### src/shared/hie_cfg.svh
// constants for the low half of the interrupt event register
`ifndef HIE_CFG_SVH
`define HIE_CFG_SVH
`define HIE_OFF_SET 8'h80
`define HIE_OFF_CLR 8'h84
`define HIE_B_CYCLE 20
`define HIE_B_PHY 19
`define HIE_B_TOPO 17
`define HIE_B_NODE_ID 16
`define HIE_B_LOCK 9
`define HIE_B_BUF_WR 8
`define HIE_B_RX_SUM 7
`define HIE_B_TX_SUM 6
`define HIE_B_RSP_PKT 5
`define HIE_B_REQ_PKT 4
`define HIE_B_RX_RSP_DMA 3
`define HIE_B_RX_REQ_DMA 2
`define HIE_B_RSP_TX 1
`define HIE_B_REQ_TX 0
`define HIE_LATCH_MASK 21'h1b033f
`define HIE_RSVD_MASK 21'h04fc00
`define HIE_EVT_RESET 21'h000000
`define HIE_ISO_RESET 2'h0
`define HIE_RD_RESET 32'h00000000
`define HIE_UPPER_ZERO 11'h000
`endif

### src/shared/hie_pkg.sv
// types for the low half of the interrupt event register
package hie_pkg;
  typedef logic [20:0] hie_evt_t;
  typedef logic [31:0] hie_word_t;
  typedef logic [7:0] hie_addr_t;
endpackage

### src/rtl/hie_event_low.sv
// interrupt event register, bits 20 to 0, with set/clear access
//
// Notes on behaviour
// - cycle-start bit sets whenever the cycle counter low bit toggles.
// - phy request bit sets on a phy status-transfer interrupt request.
// - bits 18 and 15 to 10 always read zero, writes ignored.
// - topology-reset bit sets when phy reports entering bus reset.
// - node-id-done bit sets when self-id stream fully received.
// - node-id-done bit clears in the cycle topology-reset bit sets.
// - lock reply error bit sets when lock reply got no ack_complete.
// - buffered write error bit sets on host bus error storing write.
// - receive summary is unlatched OR of context events and masks.
// - transmit summary is unlatched OR of context events and masks.
// - response packet bit sets after packet stored, descriptor updated.
// - request packet bit sets after packet stored, descriptor updated.
// - receive response dma bit sets on qualified descriptor done.
// - receive request dma bit sets on qualified descriptor done.
// - response transmit done bit sets on qualified command done.
// - request transmit done bit sets on qualified command done.
// - rising source edge (toggle for cycle start) or set write sets; clear write clears, and topology reset also clears node-id-done.
// - reads return event bits ANDed with the interrupt mask.
`timescale 1ns/1ps
`include "hie_cfg.svh"

module hie_event_low
  import hie_pkg::*;
(
  // clock and reset
  input wire logic clk,
  input wire logic reset_n,
  // register access
  input wire logic reg_wr,
  input wire logic reg_rd,
  input wire hie_addr_t reg_addr,
  input wire hie_word_t reg_wdata,
  output hie_word_t reg_rdata,
  output logic reg_rvalid,
  // mask register contents
  input wire hie_word_t mask_flags,
  // link layer sources
  input wire logic cycle_count_lsb,
  input wire logic phy_status_irq,
  input wire logic phy_bus_reset,
  input wire logic self_id_received,
  input wire logic lock_reply_unacked,
  input wire logic buffered_write_bus_err,
  // asynchronous dma sources
  input wire logic response_packet_stored,
  input wire logic request_packet_stored,
  input wire logic async_receive_response_context,
  input wire logic async_receive_request_context,
  input wire logic async_transmit_response_context,
  input wire logic async_transmit_request_context,
  // isochronous per-context event and mask
  input wire hie_word_t iso_rx_events,
  input wire hie_word_t iso_rx_masks,
  input wire hie_word_t iso_tx_events,
  input wire hie_word_t iso_tx_masks,
  // raw state view
  output hie_evt_t event_flags
);

  function automatic logic addr_hit(hie_addr_t a, hie_addr_t off);
    addr_hit = (a == off);
  endfunction

  hie_evt_t src;
  hie_evt_t src_prev_r;
  hie_evt_t src_prev_nxt;
  hie_evt_t edge_det;
  hie_evt_t evt_r;
  hie_evt_t evt_nxt;
  hie_evt_t set_v;
  hie_evt_t clr_v;
  hie_evt_t view;
  logic [1:0] iso_r;
  logic [1:0] iso_nxt;
  hie_word_t rdata_r;
  hie_word_t rdata_nxt;
  logic rvalid_r;
  logic rvalid_nxt;
  logic wr_set;
  logic wr_clr;
  logic rd_hit;

  // gather sources at their bit positions
  always_comb begin
    src = `HIE_EVT_RESET;
    src[`HIE_B_CYCLE] = cycle_count_lsb;
    src[`HIE_B_PHY] = phy_status_irq;
    src[`HIE_B_TOPO] = phy_bus_reset;
    src[`HIE_B_NODE_ID] = self_id_received;
    src[`HIE_B_LOCK] = lock_reply_unacked;
    src[`HIE_B_BUF_WR] = buffered_write_bus_err;
    src[`HIE_B_RSP_PKT] = response_packet_stored;
    src[`HIE_B_REQ_PKT] = request_packet_stored;
    src[`HIE_B_RX_RSP_DMA] = async_receive_response_context;
    src[`HIE_B_RX_REQ_DMA] = async_receive_request_context;
    src[`HIE_B_RSP_TX] = async_transmit_response_context;
    src[`HIE_B_REQ_TX] = async_transmit_request_context;
  end

  // edge detection: toggle for cycle start, rising edge elsewhere
  genvar gi;
  generate
    for (gi = 0; gi < 21; gi++) begin : g_edge
      if (gi == `HIE_B_CYCLE) begin : g_tog
        assign edge_det[gi] = src[gi] ^ src_prev_r[gi];
      end else begin : g_rise
        assign edge_det[gi] = src[gi] & ~src_prev_r[gi];
      end
    end
  endgenerate

  always_comb begin
    src_prev_nxt = src;
  end

  always_ff @(posedge clk) begin
    if (!reset_n) begin
      src_prev_r <= `HIE_EVT_RESET;
    end else begin
      src_prev_r <= src_prev_nxt;
    end
  end

  assign wr_set = reg_wr & addr_hit(reg_addr, `HIE_OFF_SET);
  assign wr_clr = reg_wr & addr_hit(reg_addr, `HIE_OFF_CLR);
  assign rd_hit = reg_rd & (addr_hit(reg_addr, `HIE_OFF_SET) |
                            addr_hit(reg_addr, `HIE_OFF_CLR));

  // latched events: set beats clear in the same cycle
  always_comb begin
    set_v = edge_det | (wr_set ? reg_wdata[20:0] : `HIE_EVT_RESET);
    clr_v = wr_clr ? reg_wdata[20:0] : `HIE_EVT_RESET;
    evt_nxt = (evt_r & ~clr_v) | set_v;
    if (evt_nxt[`HIE_B_TOPO] && !evt_r[`HIE_B_TOPO]) begin
      evt_nxt[`HIE_B_NODE_ID] = 1'b0;
    end
    // summary and reserved positions never latch
    evt_nxt = evt_nxt & `HIE_LATCH_MASK;
  end

  always_ff @(posedge clk) begin
    if (!reset_n) begin
      evt_r <= `HIE_EVT_RESET;
    end else begin
      evt_r <= evt_nxt;
    end
  end

  // isochronous summaries follow their contexts
  always_comb begin
    iso_nxt = {|(iso_rx_events & iso_rx_masks),
               |(iso_tx_events & iso_tx_masks)};
  end

  always_ff @(posedge clk) begin
    if (!reset_n) begin
      iso_r <= `HIE_ISO_RESET;
    end else begin
      iso_r <= iso_nxt;
    end
  end

  always_comb begin
    view = evt_r;
    view[`HIE_B_RX_SUM] = iso_r[1];
    view[`HIE_B_TX_SUM] = iso_r[0];
  end

  // read path: masked view, zero elsewhere
  always_comb begin
    rvalid_nxt = reg_rd;
    rdata_nxt = `HIE_RD_RESET;
    if (rd_hit) begin
      rdata_nxt = {`HIE_UPPER_ZERO, view & mask_flags[20:0]};
    end
  end

  always_ff @(posedge clk) begin
    if (!reset_n) begin
      rdata_r <= `HIE_RD_RESET;
      rvalid_r <= 1'b0;
    end else begin
      rdata_r <= rdata_nxt;
      rvalid_r <= rvalid_nxt;
    end
  end

  assign reg_rdata = rdata_r;
  assign reg_rvalid = rvalid_r;
  assign event_flags = view;
endmodule // hie_event_low

### config.mk
export PLATFORM = sky130hd
export DESIGN_NAME = hie_event_low
export DESIGN_NICKNAME = d
export VERILOG_FILES = /design/src/shared/hie_pkg.sv /design/src/rtl/hie_event_low.sv
export VERILOG_INCLUDE_DIRS = /design/src /design/src/shared
export SDC_FILE = /design/constraint.sdc
export NUM_CORES = 1
export LEC_CHECK = 0
export BUFFER_PORTS_ARGS = -buffer_cell sky130_fd_sc_hd__buf_2
export CAP_MARGIN = 20
export CELL_PAD_IN_SITES_DETAIL_PLACEMENT = 1
export CELL_PAD_IN_SITES_GLOBAL_PLACEMENT = 2
export CORE_ASPECT_RATIO = 0.7
export CORE_MARGIN = 5
export CORE_UTILIZATION = 13
export DETAILED_ROUTE_END_ITERATION = 7
export GPL_TIMING_DRIVEN = 0
export PLACE_DENSITY_LB_ADDON = 0.1
export RECOVER_POWER = 25
export SLEW_MARGIN = 20
export SYNTH_ARGS = -nofsm -noshare
export SYNTH_HDL_FRONTEND = slang
export SYNTH_SLANG_ARGS = --single-unit
### constraint.sdc
create_clock -name clk -period 1.39 [get_ports clk]
set_clock_uncertainty 0.15 [all_clocks]
set_input_delay 0.278 -clock clk [delete_from_list [all_inputs] [get_ports clk]]
set_output_delay 0.278 -clock clk [all_outputs]
set_load 0.02 [all_outputs]
==> summary.txt <==
Outcome
  – Status: complete, no violations

Timing
  – Slew Viols, Final: 0
  – Final hold vios: 0
  – Hold slack: 51.89 ps
  – Final setup viols: 0
  – Fmax achieved: 755.3 MHz
  – Slew HR: 0.5629
  – Measured slew at the worst slew-check pin: 655.6 ps
  – Final Cycle Share: 0.9525
  – Final worst slack: 66.08 ps
  – Post-layout min period: 1324 ps
  – RSZ-0062 raised after global routing: false

Global routing
  – GRT overflow: 0
  – Gr usage total: 0.1055
  – Via count of the first global-routing pass: 2723
  – Largest net degree at the start of global routing: 14
  – First-pass GRT wire length: 14.87 mm
  – Initial antenna violation count: 0

Worst setup path
  – Worst path arrival time: 1350 ps
  – Largest fanout on the critical path: 5
  – Worst Path Buf+Inv: 3
  – Critical path required time: 1410 ps
  – WS Path Type: in -> reg
  – CP Launch Type: primary input
  – Slowest-stage cell, CP: o311a_1
  – CP Capture Type: flip-flop
  – CP peak stage delay: 310 ps
  – Crit-path cells: buf_2 > nor4b_4 > buf_6 > clkbuf_16 > nand3_2 > o311a_1
  – CP top delay family: buffers and inverters

Floorplan
  – Die ar.: 18300 sq um
  – Starting Density: 0.1317
  – Chip Height: 114.7 microns
  – Row count: 38
  – Top-level port count: 270
  – Placeable Area: 15450 sq um
  – Die W: 159.6 microns

Clock tree
  – Clock slew at reported path FFs: 70 ps
  – CTS tree: yes
  – CTS max path bufs: 2
  – CTS Sinks: 41
  – CTS Hold Bufs: 0
  – CTS H-tree lvls: 2
  – Clock Latency Late Sink: 280 ps
  – Root buf cell: clkbuf_16
  – Num CTS Buffers: 5

Run
  – Maxcap violations: 0

Power
  – Sw frac: 0.2477
  – Cell Int Power: 2.627 mW
  – Sw power: 864.8 uW
  – Total power: 3.492 mW
  – Seq pwr share: 0.360
  – Comb power frac: 0.197
  – Clock power frac: 0.442
  – Peak VDD IR: 325.0 uV
  – Power density over the cells: 936.8 nW/um^2
  – Leakage power: 1.909 nW

Place
  – Setup WS pre-CTS: -573.3 ps
  – Area post-placement: 3417 sq um
  – PortBufs: 206
  – HPWL after DPL: 8.721 mm
  – Routability cong.: 0.7139

Synth
  – Area of the mapped netlist: 2036 sq um
  – Most frequent cell after synthesis: dfxtp_1
  – Post-synth top cells: dfxtp_1 (41), a22oi_1 (32), buf_4 (25), and2_1 (14)
  – Mean Syn Cell Area: 10.08 sq um
  – Cells after Synth: 202
  – Top post-synthesis cells by area: dfxtp_1 (40%), a22oi_1 (12%), buf_4 (9.2%)
  – Netlist cell types: 26
  – Post-synthesis sequential area ratio: 0.4032
  – Top-area cell type share of the netlist area: 0.4032
  – Async S/R FF share, synth: 0
  – Post-synth top area cell: dfxtp_1
  – Primary FF master, synth: dfxtp_1
  – Post-synthesis register bit count: 41
  – Post-synth EDFFs: 0
  – Yosys warnings: 0

Route
  – Initial DRC count: 44
  – DRT antenna net count: 0
  – Wire per inst: 15.97 microns
  – # DRC: 0
  – First drt pass iteration count: 4
  – WL final: 10.35 mm
  – Via count: 2484
  – Via density: 3.833

Layout
  – Fillers: 1866
  – Synthesis-to-layout area growth: 83.10%
  – Finished Cell Area: 3727 sq um
  – Nets@finish: 662
  – Share of cells above drive strength 1: 0.5794

Min path
  – Tightest Hold Check Type: in -> reg
==> timing repair <==
action                     in CTS  in global routing
buffers inserted                5                  1
setup endpoints to repair      26                 13
gates resized for setup         0                 13
pin swaps                       2                  3
gates cloned                    0                  1
==> registers in the layout, indices dropped and copies added (netlist names) <==
| name | flops |
|---|---|
| reg_rdata | 14 |
| evt_r | 12 |
| src_prev_r | 12 |
| iso_r | 2 |
| reg_rvalid | 1 |
==> power by group through the flow <==
stage / logic [mW] / clock network (mW) / registers [mW]
6_report: 0.690 / 1.54 / 1.26
5_1_grt: 0.758 / 1.65 / 1.26
4_1_cts: 0.685 / 1.61 / 1.26
3_5_place_dp: 0.678 / 0 / 1.28
3_3_place_gp: 0.668 / 0 / 1.28
2_1_floorplan: 0.289 / 0 / 1.31
==> kinds of logic after synthesis <==
logic type	count (synthesis)	share of synthesized area
and+or+nand+nor	64	0.2096
xor gates and xnor gates	1	0.004303
buffers and inverters	35	0.1291
AOI/OAI and AO/OA	60	0.2520
DFF	41	0.4032
other	1	0.001842
==> stage by stage <==
stage	cells	setup TNS [ps]	utilization
6_report	648	0	0.2412
5_1_grt	647	0	0.2411
4_1_cts	645	0	0.2359
3_5_place_dp	632	-14130	0.2211
3_3_place_gp	632	-12430	0.2211
2_1_floorplan	226	-953.8	-
==> path summary, 6_finish.rpt <==
check | start | cells after the start | slack (ps) | to
worst max-delay path | reg_addr[0] | 6 | 70 | evt_r[17]
worst min-delay path | response_packet_stored | 2 | 50 | src_prev_r[5]
worst max register to register | src_prev_r[20] | 3 | 220 | evt_r[20]
worst min register to register | iso_r[1] | 1 | 340 | reg_rdata[7]
==> layout make-up <==
cell class / count / area (sq um) / area share
tap: 200 / 250.2 / 0.06714
inverter: 2 / 7.507 / 0.002014
buffer: 33 / 285.3 / 0.07654
sequential: 41 / 822.0 / 0.2205
timing repair buffer: 213 / 1112 / 0.2984
multi-input combinational: 150 / 1057 / 0.2837
antenna: 1 / 2.502 / 0.0006714
clock buffer: 5 / 125.1 / 0.03357
clock inverter: 3 / 65.06 / 0.01746
==> cells in the final DEF, fill, tap and decap left out, types with 2 or more instances in the layout <==
cell       count
clkbuf_1       5
nand3_1        8
dfxtp_1       40
and3_1        11
and3_2         3
inv_1          2
buf_6          4
conb_1        25
buf_12         3
o311a_1       11
nor4b_4        2
a22oi_1       32
clkbuf_16      6
a311o_1       11
bufinv_16      2
nand3_2        3
nor2b_1       11
nand4_1        8
and2_1        11
buf_2        203
and2_0         3
o41a_1         2
buf_4         29
==> layer usage <==
metal,GRT usage,up-vias,part of all wire
met5,0,-,0
met4,0.01618,0,0.0053
met3,0.03095,4,0.055
met2,0.1875,92,0.50
met1,0.1297,1155,0.44
li1,-,1233,-
(Power assumes the default switching activity.)
